**config.mk**
```make
export PLATFORM = sky130hd
export DESIGN_NAME = sk_skip_unit
export DESIGN_NICKNAME = d
export VERILOG_FILES = /design/src/sk_pkg.sv /design/src/sk_sync3.sv /design/src/sk_skip_unit.sv
export VERILOG_INCLUDE_DIRS = /design/src
export SDC_FILE = /design/constraint.sdc
export NUM_CORES = 1
export LEC_CHECK = 0
export CORE_UTILIZATION = 50
export DETAILED_ROUTE_END_ITERATION = 6
export DONT_BUFFER_PORTS = 1
export PLACE_DENSITY = 0.7
export SYNTH_ARGS = -nofsm -noshare
export SYNTH_HDL_FRONTEND = slang
export SYNTH_SLANG_ARGS = --single-unit
```
**constraint.sdc**
```tcl
create_clock -name i_clk -period 2.1 [get_ports i_clk]
set_input_delay 0.21 -clock i_clk [delete_from_list [all_inputs] [get_ports i_clk]]
set_output_delay 0.21 -clock i_clk [all_outputs]
set_load 0.1 [all_outputs]
```
**src/sk_defs.svh**
```systemverilog
// Constants for the conditional skip unit
`ifndef SK_DEFS_SVH
`define SK_DEFS_SVH

// Instruction codes
`define SK_CODE_PIN0       10'h03A
`define SK_CODE_PIN1       10'h03B
`define SK_CODE_PDWN_DFLT  10'h3F0
`define SK_CODE_T1_DFLT    10'h3F1

// Register byte addresses
`define SK_ADDR_CTRL_A     5'h00
`define SK_ADDR_CTRL_B     5'h04
`define SK_ADDR_CTRL_V     5'h08
`define SK_ADDR_STATE      5'h0C
`define SK_ADDR_IRQ_ST     5'h10
`define SK_ADDR_IRQ_MSK    5'h14

// Field positions
`define SK_POL_BIT         2
`define SK_T1IEN_BIT       2
`define SK_EV_SKIP         0
`define SK_EV_T1SET        1
`define SK_ST_LVL0         0
`define SK_ST_LVL1         1
`define SK_ST_PDWN         2
`define SK_ST_T1F          3
`define SK_ST_PEND         4

// Widths and reset values
`define SK_CTRL_W          4
`define SK_EV_W            2
`define SK_ST_W            5
`define SK_CTRL_RST        4'h0
`define SK_EV_RST          2'h0
`define SK_WORD_RST        32'h0000_0000

`endif

```
**src/sk_pkg.sv**
```systemverilog
// Types shared by the conditional skip unit
`default_nettype none
package sk_pkg;

   typedef enum logic [4:0] {
      SK_OP_NONE = 5'b00001,
      SK_OP_PIN0 = 5'b00010,
      SK_OP_PIN1 = 5'b00100,
      SK_OP_PDWN = 5'b01000,
      SK_OP_T1   = 5'b10000
   } sk_op_e;

   typedef enum logic [1:0] {
      SK_BUS_IDLE = 2'b01,
      SK_BUS_ACK  = 2'b10
   } sk_bus_e;

   typedef struct packed {
      logic pin0_skip_polarity;
      logic pin1_skip_polarity;
      logic timer1_irq_enable;
   } sk_cfg_s;

   typedef struct packed {
      logic ext_irq_pin1;
      logic ext_irq_pin0;
   } sk_lvl_s;

endpackage : sk_pkg
`default_nettype wire

```
**src/sk_sync3.sv**
```systemverilog
// Three-stage pin synchroniser with agreement filter
`default_nettype none
module sk_sync3 #(
   parameter int W = 1
) (
   input  wire logic         i_clk,
   input  wire logic         i_srst,
   input  wire logic         i_ce,
   input  wire logic [W-1:0] i_async,
   output var  logic [W-1:0] o_level
);

   logic [W-1:0] s1_q;
   logic [W-1:0] s2_q;
   logic [W-1:0] s3_q;
   logic [W-1:0] lvl_q;
   logic [W-1:0] lvl_d;

   // Per bit: accept a change once stages two and three agree
   always_comb begin
      lvl_d = lvl_q;
      for (int i = 0; i < W; i++) begin
         if (s2_q[i] == s3_q[i]) begin
            lvl_d[i] = s3_q[i];
         end
      end
   end

   always_ff @(posedge i_clk) begin
      if (i_srst) begin
         s1_q  <= '0;
         s2_q  <= '0;
         s3_q  <= '0;
         lvl_q <= '0;
      end else if (i_ce) begin
         s1_q  <= i_async;
         s2_q  <= s1_q;
         s3_q  <= s2_q;
         lvl_q <= lvl_d;
      end
   end

   assign o_level = lvl_q;

endmodule : sk_sync3
`default_nettype wire

```
**src/sk_skip_unit.sv**
```systemverilog
// Conditional skip unit: pin, power-down and timer 1 flag tests
`include "sk_defs.svh"
`default_nettype none
module sk_skip_unit
   import sk_pkg::*;
#(
   parameter logic [9:0] P_CODE_PDWN = `SK_CODE_PDWN_DFLT,
   parameter logic [9:0] P_CODE_T1   = `SK_CODE_T1_DFLT
) (
   input  wire logic        i_clk,
   input  wire logic        i_srst,
   input  wire logic        i_ce,
   input  wire logic        i_instr_valid,
   input  wire logic [9:0]  i_instr,
   input  wire logic        i_ext_irq_pin0,
   input  wire logic        i_ext_irq_pin1,
   input  wire logic        i_powerdown_flag,
   input  wire logic        i_timer1_set,
   input  wire logic [4:0]  i_avs_address,
   input  wire logic        i_avs_read,
   input  wire logic        i_avs_write,
   input  wire logic [31:0] i_avs_writedata,
   input  wire logic [3:0]  i_avs_byteenable,
   output var  logic [31:0] o_avs_readdata,
   output var  logic        o_avs_waitrequest,
   output var  logic        o_skip_req,
   output var  logic        o_suppress_exec,
   output var  logic        o_timer1_request_flag,
   output var  logic        o_irq
);

   // Pin levels after synchronisation
   logic [0:0] lvl0;
   logic [0:0] lvl1;
   sk_lvl_s    lvl;

   sk_sync3 #(
      .W (1)
   ) u_sync_pin0 (
      .i_clk   (i_clk),
      .i_srst  (i_srst),
      .i_ce    (i_ce),
      .i_async (i_ext_irq_pin0),
      .o_level (lvl0)
   );

   sk_sync3 #(
      .W (1)
   ) u_sync_pin1 (
      .i_clk   (i_clk),
      .i_srst  (i_srst),
      .i_ce    (i_ce),
      .i_async (i_ext_irq_pin1),
      .o_level (lvl1)
   );

   assign lvl.ext_irq_pin0 = lvl0[0];
   assign lvl.ext_irq_pin1 = lvl1[0];

   // Control registers
   logic [`SK_CTRL_W-1:0] ext_irq_ctrl_reg_a_q;
   logic [`SK_CTRL_W-1:0] ext_irq_ctrl_reg_a_d;
   logic [`SK_CTRL_W-1:0] ext_irq_ctrl_reg_b_q;
   logic [`SK_CTRL_W-1:0] ext_irq_ctrl_reg_b_d;
   logic [`SK_CTRL_W-1:0] irq_ctrl_reg_v_q;
   logic [`SK_CTRL_W-1:0] irq_ctrl_reg_v_d;
   logic [`SK_EV_W-1:0]   irq_st_q;
   logic [`SK_EV_W-1:0]   irq_st_d;
   logic [`SK_EV_W-1:0]   irq_msk_q;
   logic [`SK_EV_W-1:0]   irq_msk_d;
   sk_cfg_s               cfg;

   assign cfg.pin0_skip_polarity = ext_irq_ctrl_reg_a_q[`SK_POL_BIT];
   assign cfg.pin1_skip_polarity = ext_irq_ctrl_reg_b_q[`SK_POL_BIT];
   assign cfg.timer1_irq_enable  = irq_ctrl_reg_v_q[`SK_T1IEN_BIT];

   // Execution state
   logic   skip_pend_q;
   logic   skip_pend_d;
   logic   skip_req_q;
   logic   skip_req_d;
   logic   t1f_q;
   logic   t1f_d;
   logic   irq_q;
   logic   irq_d;
   logic   exec_ok;
   logic   skip_now;
   logic   t1_clear;
   sk_op_e op;

   // Bus state
   sk_bus_e     bus_q;
   sk_bus_e     bus_d;
   logic        wait_q;
   logic        wait_d;
   logic [31:0] rdata_q;
   logic [31:0] rdata_d;
   logic [31:0] rd_mux;
   logic        wr_fire;
   logic [`SK_EV_W-1:0] w1c;

   // Decode; a suppressed instruction is decoded but exec_ok keeps it from executing
   always_comb begin
      op = SK_OP_NONE;
      if (i_instr == `SK_CODE_PIN0) begin
         op = SK_OP_PIN0;
      end else if (i_instr == `SK_CODE_PIN1) begin
         op = SK_OP_PIN1;
      end else if (i_instr == P_CODE_PDWN) begin
         op = SK_OP_PDWN;
      end else if (i_instr == P_CODE_T1) begin
         op = SK_OP_T1;
      end
   end

   assign exec_ok = i_ce & i_instr_valid & ~skip_pend_q;

   // Skip decision, made in the instruction's own cycle
   always_comb begin
      skip_now = 1'b0;
      t1_clear = 1'b0;
      if (exec_ok) begin
         unique case (op)
            SK_OP_PIN0: begin
               skip_now = lvl.ext_irq_pin0 == cfg.pin0_skip_polarity;
            end
            SK_OP_PIN1: begin
               skip_now = lvl.ext_irq_pin1 == cfg.pin1_skip_polarity;
            end
            SK_OP_PDWN: begin
               skip_now = i_powerdown_flag;
            end
            SK_OP_T1: begin
               skip_now = ~cfg.timer1_irq_enable & t1f_q;
               t1_clear = ~cfg.timer1_irq_enable & t1f_q;
            end
            SK_OP_NONE: begin
               skip_now = 1'b0;
            end
         endcase
      end
   end

   // Next values of execution state
   always_comb begin
      skip_pend_d = skip_pend_q;
      skip_req_d  = 1'b0;
      if (i_instr_valid) begin
         skip_pend_d = skip_now;
      end
      skip_req_d = skip_now;
      // Timer set wins over a clear in the same cycle
      t1f_d = (t1f_q & ~t1_clear) | i_timer1_set;
      irq_d = |(irq_st_q & irq_msk_q);
   end

   // Bus reads
   always_comb begin
      rd_mux = `SK_WORD_RST;
      unique case (i_avs_address)
         `SK_ADDR_CTRL_A:  rd_mux[`SK_CTRL_W-1:0] = ext_irq_ctrl_reg_a_q;
         `SK_ADDR_CTRL_B:  rd_mux[`SK_CTRL_W-1:0] = ext_irq_ctrl_reg_b_q;
         `SK_ADDR_CTRL_V:  rd_mux[`SK_CTRL_W-1:0] = irq_ctrl_reg_v_q;
         `SK_ADDR_STATE: begin
            rd_mux[`SK_ST_LVL0] = lvl.ext_irq_pin0;
            rd_mux[`SK_ST_LVL1] = lvl.ext_irq_pin1;
            rd_mux[`SK_ST_PDWN] = i_powerdown_flag;
            rd_mux[`SK_ST_T1F]  = t1f_q;
            rd_mux[`SK_ST_PEND] = skip_pend_q;
         end
         `SK_ADDR_IRQ_ST:  rd_mux[`SK_EV_W-1:0] = irq_st_q;
         `SK_ADDR_IRQ_MSK: rd_mux[`SK_EV_W-1:0] = irq_msk_q;
         default:          rd_mux = `SK_WORD_RST;
      endcase
   end

   // Bus handshake: one wait cycle, write lands at the acknowledge edge
   always_comb begin
      bus_d   = bus_q;
      wait_d  = wait_q;
      rdata_d = rdata_q;
      wr_fire = 1'b0;
      unique case (bus_q)
         SK_BUS_IDLE: begin
            if (i_avs_read | i_avs_write) begin
               bus_d  = SK_BUS_ACK;
               wait_d = 1'b0;
               if (i_avs_read) begin
                  rdata_d = rd_mux;
               end
            end
         end
         SK_BUS_ACK: begin
            bus_d   = SK_BUS_IDLE;
            wait_d  = 1'b1;
            wr_fire = i_avs_write & i_ce;
         end
         default: begin
            bus_d  = SK_BUS_IDLE;
            wait_d = 1'b1;
         end
      endcase
   end

   // Register writes; unmapped writes are dropped
   always_comb begin
      ext_irq_ctrl_reg_a_d = ext_irq_ctrl_reg_a_q;
      ext_irq_ctrl_reg_b_d = ext_irq_ctrl_reg_b_q;
      irq_ctrl_reg_v_d     = irq_ctrl_reg_v_q;
      irq_msk_d            = irq_msk_q;
      w1c                  = `SK_EV_RST;
      if (wr_fire & i_avs_byteenable[0]) begin
         unique case (i_avs_address)
            `SK_ADDR_CTRL_A: begin
               ext_irq_ctrl_reg_a_d = i_avs_writedata[`SK_CTRL_W-1:0];
            end
            `SK_ADDR_CTRL_B: begin
               ext_irq_ctrl_reg_b_d = i_avs_writedata[`SK_CTRL_W-1:0];
            end
            `SK_ADDR_CTRL_V: begin
               irq_ctrl_reg_v_d = i_avs_writedata[`SK_CTRL_W-1:0];
            end
            `SK_ADDR_IRQ_ST: begin
               w1c = i_avs_writedata[`SK_EV_W-1:0];
            end
            `SK_ADDR_IRQ_MSK: begin
               irq_msk_d = i_avs_writedata[`SK_EV_W-1:0];
            end
            default: begin
               w1c = `SK_EV_RST;
            end
         endcase
      end
      // Events win over a clear in the same cycle
      irq_st_d = irq_st_q & ~w1c;
      irq_st_d[`SK_EV_SKIP]  = irq_st_d[`SK_EV_SKIP] | skip_now;
      irq_st_d[`SK_EV_T1SET] = irq_st_d[`SK_EV_T1SET] | i_timer1_set;
   end

   always_ff @(posedge i_clk) begin
      if (i_srst) begin
         skip_pend_q          <= 1'b0;
         skip_req_q           <= 1'b0;
         t1f_q                <= 1'b0;
         irq_q                <= 1'b0;
         bus_q                <= SK_BUS_IDLE;
         wait_q               <= 1'b1;
         rdata_q              <= `SK_WORD_RST;
         ext_irq_ctrl_reg_a_q <= `SK_CTRL_RST;
         ext_irq_ctrl_reg_b_q <= `SK_CTRL_RST;
         irq_ctrl_reg_v_q     <= `SK_CTRL_RST;
         irq_st_q             <= `SK_EV_RST;
         irq_msk_q            <= `SK_EV_RST;
      end else if (i_ce) begin
         skip_pend_q          <= skip_pend_d;
         skip_req_q           <= skip_req_d;
         t1f_q                <= t1f_d;
         irq_q                <= irq_d;
         bus_q                <= bus_d;
         wait_q               <= wait_d;
         rdata_q              <= rdata_d;
         ext_irq_ctrl_reg_a_q <= ext_irq_ctrl_reg_a_d;
         ext_irq_ctrl_reg_b_q <= ext_irq_ctrl_reg_b_d;
         irq_ctrl_reg_v_q     <= irq_ctrl_reg_v_d;
         irq_st_q             <= irq_st_d;
         irq_msk_q            <= irq_msk_d;
      end
   end

   assign o_skip_req            = skip_req_q;
   assign o_suppress_exec       = skip_pend_q;
   assign o_timer1_request_flag = t1f_q;
   assign o_irq                 = irq_q;
   assign o_avs_readdata        = rdata_q;
   assign o_avs_waitrequest     = wait_q;

   logic ex_pin0;
   logic ex_pin1;
   logic ex_pdwn;
   logic ex_t1;
   assign ex_pin0 = exec_ok && (i_instr == `SK_CODE_PIN0);
   assign ex_pin1 = exec_ok && (i_instr == `SK_CODE_PIN1);
   assign ex_pdwn = exec_ok && (i_instr == P_CODE_PDWN);
   assign ex_t1   = exec_ok && (i_instr == P_CODE_T1);
endmodule : sk_skip_unit
`default_nettype wire

```
# --- Yosys cells after proc, flatten, opt, wreduce, memory -nomap -nowiden ---
# Cells that the tools add are included.
classes:
  order_cmp: 0
  add_sub_neg: 0
  multipliers: 0
  div_mod_pow: 0
  eq_ne: 21
  reduce_logical: 11
  n_mux: 18
  n_shift: 0
  n_bitwise: 16
op_table:
  columns: ["cell", "n"]
  rows:
  - ["10-bit == test (second input constant)", 2]
  - ["10-bit by 6-bit == test with 1-bit output (second input constant)", 2]
  - ["5-bit 2-to-1 mux", 4]
  - ["5-bit by 4-bit == test with 1-bit output (second input constant)", 3]
  - ["5-bit == test (second input constant)", 3]
  - ["2-bit one-hot mux with 6 select lines", 1]
  - ["3-bit AND reduction", 4]
  - ["5-bit by 3-bit == test with 1-bit output (second input constant)", 2]
  - ["2-bit 2-to-1 mux", 4]
  - ["2-bit one-hot mux with 4 select lines", 1]
  - ["2-bit AND reduction", 4]
  - ["1-bit 2-to-1 mux", 7]
  - ["1-bit bitwise AND", 6]
  - ["5-bit by 1-bit == test with 1-bit output (second input constant)", 1]
  - ["5-bit by 2-bit == test with 1-bit output (second input constant)", 1]
  - ["5-bit logical NOT", 1]
  - ["1-bit one-hot mux with 5 select lines", 1]
  - ["2-bit bitwise AND", 2]
  - ["1-bit == test", 4]
  - ["1-bit OR", 4]
  - ["4-bit AND reduction", 1]
  - ["1-bit inverter", 3]
  - ["2-bit by 1-bit == test with 1-bit output (second input constant)", 1]
  - ["2-bit == test (second input constant)", 1]
  - ["3 further kinds", 3]
totals:
  wordCells: 86
  mem_count: 0
  ramBits: 0
  mem_bits_ro: 0
  register_bits: 36
  out_inout_bits: 37
  latch_bits: 0
  input_bits: 61

# --- Longest topological paths before layout ---
# Gate-level depths: netlist of the first run.
logic_depth:
  depth_word: 11
  mapped_depth: 5

# --- Cells and area by module ---
# From an unflattened synthesis of the first run, not the netlist that was laid out.
unflattened:
  hier_cells: 206
  area_unflattened_um2: 1965.6
by_module_without_submodules:
  columns: ["module", "area_each_um2", "seq_area_each_um2", "cells_each", "n_inst"]
  rows:
  - ["sk_skip_unit", 1622.8, 540.5, 174, 1]
  - ["sk_sync3", 171.4, 80.1, 16, 2]

# --- Least setup slack after synthesis of the first run ---
# OpenSTA, ideal clock, no wires.
synth_path:
  path_kind: "flip-flop to flip-flop"
  from: "register bus_q[0]"
  to: "register rdata_q[0] (netlist: o_avs_readdata[0])"
  stages_incl_launch_ff: 4
  synth_period_minus_slack_ns: 2.125
  t_arrival_ns: 2.054
  setup_slack_ns: -0.025
  cell_sequence: "dfxtp_1 > nand4b_1 > or4_1 > a21oi_1"
synth_via:
  elab_chain_cells: 2
synth_rtl:
  columns: ["item", "line", "text"]
  rows:
  - ["from (decl)", "sk_skip_unit.sv:92", "sk_bus_e bus_q;"]
  - ["from (signal assigned)", "sk_skip_unit.sv:259", "bus_q <= bus_d;"]
  - ["2-bit by 1-bit == test with 1-bit output", "sk_skip_unit.sv:183", "unique case (bus_q)"]
  - ["4-bit AND reduction (no source line)", null, null]
  - ["to (signal assigned)", "sk_skip_unit.sv:248", "rdata_q <= `SK_WORD_RST;"]
  - ["to (signal assigned)", "sk_skip_unit.sv:261", "rdata_q <= rdata_d;"]
  - ["to (decl)", "sk_skip_unit.sv:96", "logic [31:0] rdata_q;"]
# Every way passes these cells.
# A chain may end at the register's enable or synchronous reset.

# --- Final worst setup path of the first run ---
layout_path:
  from: "input i_srst"
  to: "register irq_q (netlist: o_irq)"
layout_rtl:
  columns: ["item", "line", "text"]
  rows:
  - ["from (decl)", "sk_skip_unit.sv:11", "input wire logic i_srst,"]
  - ["to (signal assigned)", "sk_skip_unit.sv:258", "irq_q <= irq_d;"]
  - ["to (decl)", "sk_skip_unit.sv:84", "logic irq_q;"]
# No word-level cell between the ends.

==> summary.txt, run 1 <==
========================================================================================
Total clock buffers created by CTS ........................................            5
Sum of negative setup slack ...............................................         0 ps
Worst Reg2Reg Path Length in Cells ........................................            3
Gate power share ..........................................................        21.8%
Result of the run ......................................................... finished, final reports clean
Slew margin rel. ..........................................................        20.7%
Remaining number of nets flagged by the antenna check after routing .......            0
Final weighted congestion of routability-driven global placement ..........        0.813
Startpoint kind of the worst setup timing path ............................    input pin
Number of standard cells in the final layout excluding fillers ............          260
Clock Skew ................................................................      1.72 ps
Slew at the pin closest to its max-slew limit .............................      1190 ps
Highest signal layer in the routed design .................................         met4
Clock-pin slew on the worst setup and hold paths ..........................        60 ps
Hold EP ................................................................... ext_irq_ctrl_reg_a_q[2]
Internal Dissipation ......................................................       933 uW
Cell with the most instances after synthesis ..............................      dfxtp_1
Antenna Diode Count .......................................................            0
Number of search-and-repair iterations in the first detailed-routing pass .            4
Reg-to-reg startpoint .....................................................     bus_q[1]
Buf+Inv Stages, Crit Path .................................................            1
Fraction of registers with async set/reset ................................           0%
Share of the synthesized area in the top cell type ........................        36.6%
Fraction of layout instances using a drive strength above 1 ...............        12.7%
Final period demand of the worst path .....................................      1550 ps
Cell type with the highest aggregate area in the netlist ..................      dfxtp_1
Final cycle utilization of the critical path ..............................        73.9%
H-tree depth ..............................................................            2
CP top delay family ....................................................... buffers and inverters
Worst-case register-to-register setup slack ...............................       620 ps
Initial antenna violation count ...........................................            0
Total global routing overflow .............................................            0
Fraction of power spent switching nets ....................................        34.9%
Clock tree from TritonCTS .................................................          yes
Worst hold-check path type ................................................       in2reg
Number of hold-slack violations in the final timing report ................            0
Post-CTS Resized ..........................................................            0
Effective utilization at floorplan ........................................        52.3%
Total Routing Usage GR ....................................................        20.0%
Sequential area share after synthesis .....................................        36.6%
Total routed wire length on the met1 layer ................................      1.68 mm
Stage delay of the slowest cell on the critical path ......................      1320 ps
Count of boundary I/O pins ................................................           98
Die Outline Area ..........................................................  0.00408 mm2
# nets final ..............................................................          274
PD cells ..................................................................   720 mW/mm2
Core area .................................................................  0.00366 mm2
Leading cell types by count after synthesis ............................... dfxtp_1, buf_4, nor2_1, mux2i_1, nand2_1
Power share of the sequential group .......................................        47.7%
Worst EP arrival ..........................................................      1670 ps
Avg Cell Area, Syn ........................................................     9.39 um2
Post-detailed-route DRC marker count ......................................            0
Number of storage elements in the synthesis netlist .......................           35
Post-Syn Area .............................................................  0.00192 mm2
Worst-path maximum fanout .................................................           32
Number of cell rows .......................................................           22
Element type at the critical path end .....................................         flop
Wire length of the first global-routing pass ..............................      6.07 mm
Net switching power figure ................................................       499 uW
Clock share of power ......................................................        30.5%
RSZ-0062 raised after global routing ......................................           no
Via total after detailed routing ..........................................         1425
Routed wire length ........................................................      3.84 mm
CP Data Required Time .....................................................      2220 ps
Worst VDD drop ............................................................   0.000453 V
Violation count after the first detailed-routing iteration ................          113
Ordered cell list for the critical path ................................... dlygate4sd3_1 > nor3_1
Number of cells after detailed placement ..................................          252
Root buffer cell ..........................................................     clkbuf_8
Clock latency reported for the late side of the worst-skew pair ...........       280 ps
Maximum buffer depth of the clock tree ....................................            2
Synth Instances ...........................................................          204
Number of enable flip-flop cells after synthesis ..........................            0
Detailed placer's ending HPWL .............................................      2.79 mm
Max Clk Rate ..............................................................      645 MHz
Vert. Die Dim .............................................................      63.9 um
Die outline width .........................................................      63.9 um
Type of the setup path with the least slack ...............................       in2reg
Via count of the first global-routing pass ................................         1272
Reg-to-reg endpoint ....................................................... o_avs_readdata[0]
Hold path cells ...........................................................            2
Yosys warning count .......................................................            0
Setup violators final .....................................................            0
Maximum number of pins on one net before global-route repair ..............           33
Area overhead of the layout relative to synthesis .........................        3.79%
IO buf count ..............................................................            0
Library cells used by synthesis ...........................................           50
Hold path start ........................................................... i_avs_writedata[2]
Number of vias per cell ...................................................         5.48
Reported max-cap violation count ..........................................            0
Final number of max-transition violations .................................            0
Ys flop type ..............................................................      dfxtp_1
Sinks on Clock Net ........................................................           35
Standard cell with the maximum stage delay on the critical path ........... dlygate4sd3_1
Met3 layer wire length in the routed design ...............................       302 um
Top post-synthesis cells by area .......................................... dfxtp_1, mux2i_1, buf_4, nor2_1, mux4_1
Met2 wire len .............................................................      1.80 mm
Leakage ...................................................................  0.000846 uW
Wire per inst .............................................................      14.8 um
========================================================================================
-- layout by cell type, fill, tap and decap left out, types with 2 or more instances in the layout --
| cell type | synthesis | layout |
|---|---|---|
| a211oi_1 | 2 | 2 |
| nand2_1 | 12 | 12 |
| o21ai_0 | 3 | 3 |
| buf_4 | 27 | 10 |
| a21o_1 | 4 | 4 |
| or2_2 | 2 | 2 |
| mux2i_1 | 21 | 21 |
| mux2_2 | 2 | 2 |
| and4_1 | 2 | 2 |
| a21oi_1 | 7 | 7 |
| a22oi_1 | 3 | 3 |
| a221oi_1 | 4 | 4 |
| inv_1 | 5 | 5 |
| nand4_1 | 5 | 5 |
| or3_1 | 2 | 2 |
| nand4b_1 | 2 | 2 |
| conb_1 | 1 | 27 |
| nor4_1 | 2 | 2 |
| clkbuf_8 | 0 | 5 |
| dfxtp_1 | 35 | 34 |
| dlygate4sd3_1 | 0 | 2 |
| nand3_1 | 2 | 2 |
| mux4_1 | 2 | 2 |
| nor4b_1 | 3 | 3 |
| nor2_1 | 24 | 24 |
-- area by class of cell --
class,count,area (um2)
multi-input combinational,154,1040
fill,364,1670
tap,48,60.1
inverter,5,18.8
timing repair buffer,12,95.1
clock buffer,6,72.6
sequential,35,702
-- power by group through the flow --
stage / registers, uW / clock network (uW) / logic (uW)
finish: 684 / 437 / 312
global route: 684 / 481 / 323
CTS: 683 / 451 / 309
detailed placement: 698 / 0 / 298
global placement: 698 / 0 / 298
floorplan: 726 / 0 / 318
-- through the flow --
stage / power (uW) / area (um2) / util [%] / hold slack, ps / setup slack (ps)
after global routing: 1490 / 1990 / 54.3 / 73.4 / 419
after detailed placement: 997 / 1900 / 51.8 / 286 / 502
final: 1430 / 1990 / 54.3 / 74.9 / 549
after global placement: 995 / 1900 / 51.8 / 283 / 484
after floorplan: 1040 / 2010 / - / 354 / 239
after CTS: 1440 / 1980 / 54.0 / 0.969 / 554
-- flip-flops by register name, indices dropped and copies added, names as in the netlist, 2 cells and up --
name,flops
o_avs_readdata,5
ext_irq_ctrl_reg_a_q,4
ext_irq_ctrl_reg_b_q,4
irq_ctrl_reg_v_q,4
bus_q,2
irq_msk_q,2
irq_st_q,2
-- layer usage --
layer / global-route usage, % / vias up
met3: 7.14 / 6
met1: 24.6 / 660
met2: 31.6 / 60
met4: 7.67 / 0
li1: - / 699
met5: 0 / -
-- how the worst max path moves through the flow --
stage / startpoint / depth (start not counted) / to / slack, ps
after global routing: i_srst / 2 / o_skip_req / 420
after floorplan: o_timer1_request_flag / 4 / o_suppress_exec / 240
final: i_srst / 2 / o_irq / 550
after global placement: i_instr[9] / 4 / irq_st_q[0] / 480
after CTS: i_srst / 2 / o_irq / 550
after detailed placement: i_instr[9] / 4 / irq_st_q[0] / 500
-- cell families after synthesis --
logic type	count (synthesis)	share of synthesized area, %
and+or+nand+nor	69	20.8
buffers and inverters	41	14.2
DFF	35	36.6
AOI/OAI and AO/OA	30	11.2
muxes	26	16.1
xor gates and xnor gates	2	0.915
other	1	0.196
-- timing repair --
item	in CTS	in global routing
setup buffers	0	0
hold buffers	1	1
endpoints found under the hold margin	32	2
No activity file was read; power rests on OpenSTA's default activity.
==> inputs of run 2 (changes only) <==
clock period = 1.6 ns   (was 2.1 ns; I/O delays follow)
==> run 2 against run 1 <==
  * Critical path depth is 2 higher
  * Highest routed layer unchanged
  * Sequential cell count did not move
  * Wire length down 2.8%
  * Utilization grew 0.99 points
  * Sequential power rose by 31%
  * Clock skew increased by 3.9 ps
  * Cell area up 1.8%
  * Critical endpoint is now irq_st_q[0]
  * Register-to-register slack worse by 370 ps
==> summary.txt, run 2 (same netlist as run 1, synthesis figures left out) <==
========================================================================================
Worst-path maximum fanout .................................................            5
Number of cells after detailed placement ..................................          254
RSZ-0062 raised after global routing ......................................           no
Wire per inst .............................................................      14.2 um
# nets final ..............................................................          275
CP top delay family ....................................................... simple AND/OR/NAND/NOR gates
Detailed placer's ending HPWL .............................................      2.82 mm
Vert. Die Dim .............................................................      63.9 um
Buf+Inv Stages, Crit Path .................................................            0
Maximum number of pins on one net before global-route repair ..............           35
Worst hold-check path type ................................................       in2reg
Number of standard cells in the final layout excluding fillers ............          263
Number of hold-slack violations in the final timing report ................            0
Final period demand of the worst path .....................................      1350 ps
Area overhead of the layout relative to synthesis .........................        5.68%
Clock tree from TritonCTS .................................................          yes
Count of boundary I/O pins ................................................           98
Instance area at placement ................................................  0.00191 mm2
Element type at the critical path end .....................................         flop
Maximum buffer depth of the clock tree ....................................            2
IO buf count ..............................................................            0
Routed wire length ........................................................      3.73 mm
Final cycle utilization of the critical path ..............................        84.2%
Stages on the worst setup path ............................................            4
Number of filler instances in the final layout ............................          352
Die Outline Area ..........................................................  0.00408 mm2
Total clock buffers created by CTS ........................................            5
Antenna Diode Count .......................................................            0
Remaining number of nets flagged by the antenna check after routing .......            0
Initial antenna violation count ...........................................            0
Hold path cells ...........................................................            2
CP Data Required Time .....................................................      1750 ps
Most frequent cells in the layout ......................................... dfxtp_1, conb_1, nor2_1
Fraction of layout instances using a drive strength above 1 ...............        15.8%
Total Routing Usage GR ....................................................        19.6%
Setup violators final .....................................................            0
Final weighted congestion of routability-driven global placement ..........        0.835
PD cells ..................................................................   970 mW/mm2
Slew at the pin closest to its max-slew limit .............................       518 ps
Max Clk Rate ..............................................................      742 MHz
Leakage ...................................................................  0.000861 uW
Type of the setup path with the least slack ...............................      reg2reg
Root buffer cell ..........................................................     clkbuf_8
Startpoint kind of the worst setup timing path ............................         flop
Slew margin rel. ..........................................................        65.0%
Worst-case register-to-register setup slack ...............................       250 ps
Wire length of the first global-routing pass ..............................      6.09 mm
Clock Skew ................................................................      5.65 ps
Reported max-cap violation count ..........................................            0
Via count of the first global-routing pass ................................         1261
Hold EP ................................................................... u_sync_pin0.s1_q
Clock-pin slew on the worst setup and hold paths ..........................        80 ps
Reg-to-reg endpoint .......................................................  irq_st_q[0]
Flip-flop count of the largest register after layout ......................            5
Via total after detailed routing ..........................................         1423
Standard cell with the maximum stage delay on the critical path ...........      dfxtp_1
Final std cell area, no fill ..............................................  0.00202 mm2
H-tree depth ..............................................................            2
Stage delay of the slowest cell on the critical path ......................       380 ps
Sinks on Clock Net ........................................................           35
Number of search-and-repair iterations in the first detailed-routing pass .            4
Number of vias per cell ...................................................         5.41
Ordered cell list for the critical path ................................... and4bb_2 > nand4_1 > a211oi_1 > a221oi_1
Worst Reg2Reg Path Length in Cells ........................................            4
Final number of max-transition violations .................................            0
Die outline width .........................................................      63.9 um
Result of the run ......................................................... finished, final reports clean
Worst EP arrival ..........................................................      1500 ps
Violation count after the first detailed-routing iteration ................          122
Worst VDD drop ............................................................   0.000630 V
Clock latency reported for the late side of the worst-skew pair ...........       290 ps
Post-detailed-route DRC marker count ......................................            0
Effective utilization at floorplan ........................................        52.3%
Post-CTS Resized ..........................................................            0
Total global routing overflow .............................................            0
Reg-to-reg startpoint .....................................................     bus_q[1]
Core area .................................................................  0.00366 mm2
Hold path start ........................................................... i_ext_irq_pin0
Most common cell after layout, fill and taps aside ........................      dfxtp_1
Number of cell rows .......................................................           22
========================================================================================
## run 2: cell count changes in the layout (fill, tap and decap cells not counted)
cell	before	now
clkinvlp_4	0	2
dfxtp_1	34	33
inv_6	0	1
clkbuf_1	1	0
buf_4	10	12
dfxtp_2	1	2
buf_12	0	1
dlygate4sd3_1	2	0
## run 2: power by group
part           total (uW)  switching, uW  internal [uW]
sequential            896           10.4            886
clock                 656            345            311
combinational         412            360           52.2
## run 2: what timing repair did
item,in CTS,in global routing
hold buffers,1,0
endpoints found under the hold margin,34,0
setup endpoints to repair,0,0
setup buffers,0,0
## run 2: worst max-delay path by stage
stage	start	to	slack (ps)
after floorplan	bus_q[0]	o_avs_readdata[0]	-130
after global placement	i_instr[9]	irq_st_q[0]	50
after detailed placement	i_instr[9]	irq_st_q[0]	50
after CTS	bus_q[1]	irq_st_q[0]	250
after global routing	bus_q[1]	o_avs_readdata[3]	120
final	bus_q[1]	irq_st_q[0]	250
## run 2: routing by layer
metal  wire [um]  GRT usage (%)  vias up
li1            -              -      701
met1        1680           26.6      665
met2        1740           28.9       55
met3         309           6.61        2
met4          11           6.82        0
met5           0              0        -
## run 2: final cells by class
type / count / area [um2] / area share (%)
Multi-Input combinational cell: 154 / 1040 / 51.4
Sequential cell: 35 / 703 / 34.7
Timing Repair Buffer: 13 / 110 / 5.44
Clock buffer: 5 / 68.8 / 3.40
Tap cell: 48 / 60.1 / 2.97
Clock inverter: 3 / 23.8 / 1.17
Inverter: 5 / 18.8 / 0.927
## run 2: metrics by stage
stage,setup WS [ps],setup TNS [ps],util (%),hold slack [ps],total power [uW]
after global placement,50.0,0,52.2,232,1310
after global routing,119,0,55.3,8.37,2040
after CTS,251,0,55.3,14.3,1970
after detailed placement,53.6,0,52.2,236,1310
after floorplan,-128,-128,-,304,1370
final,253,0,55.3,14.5,1960
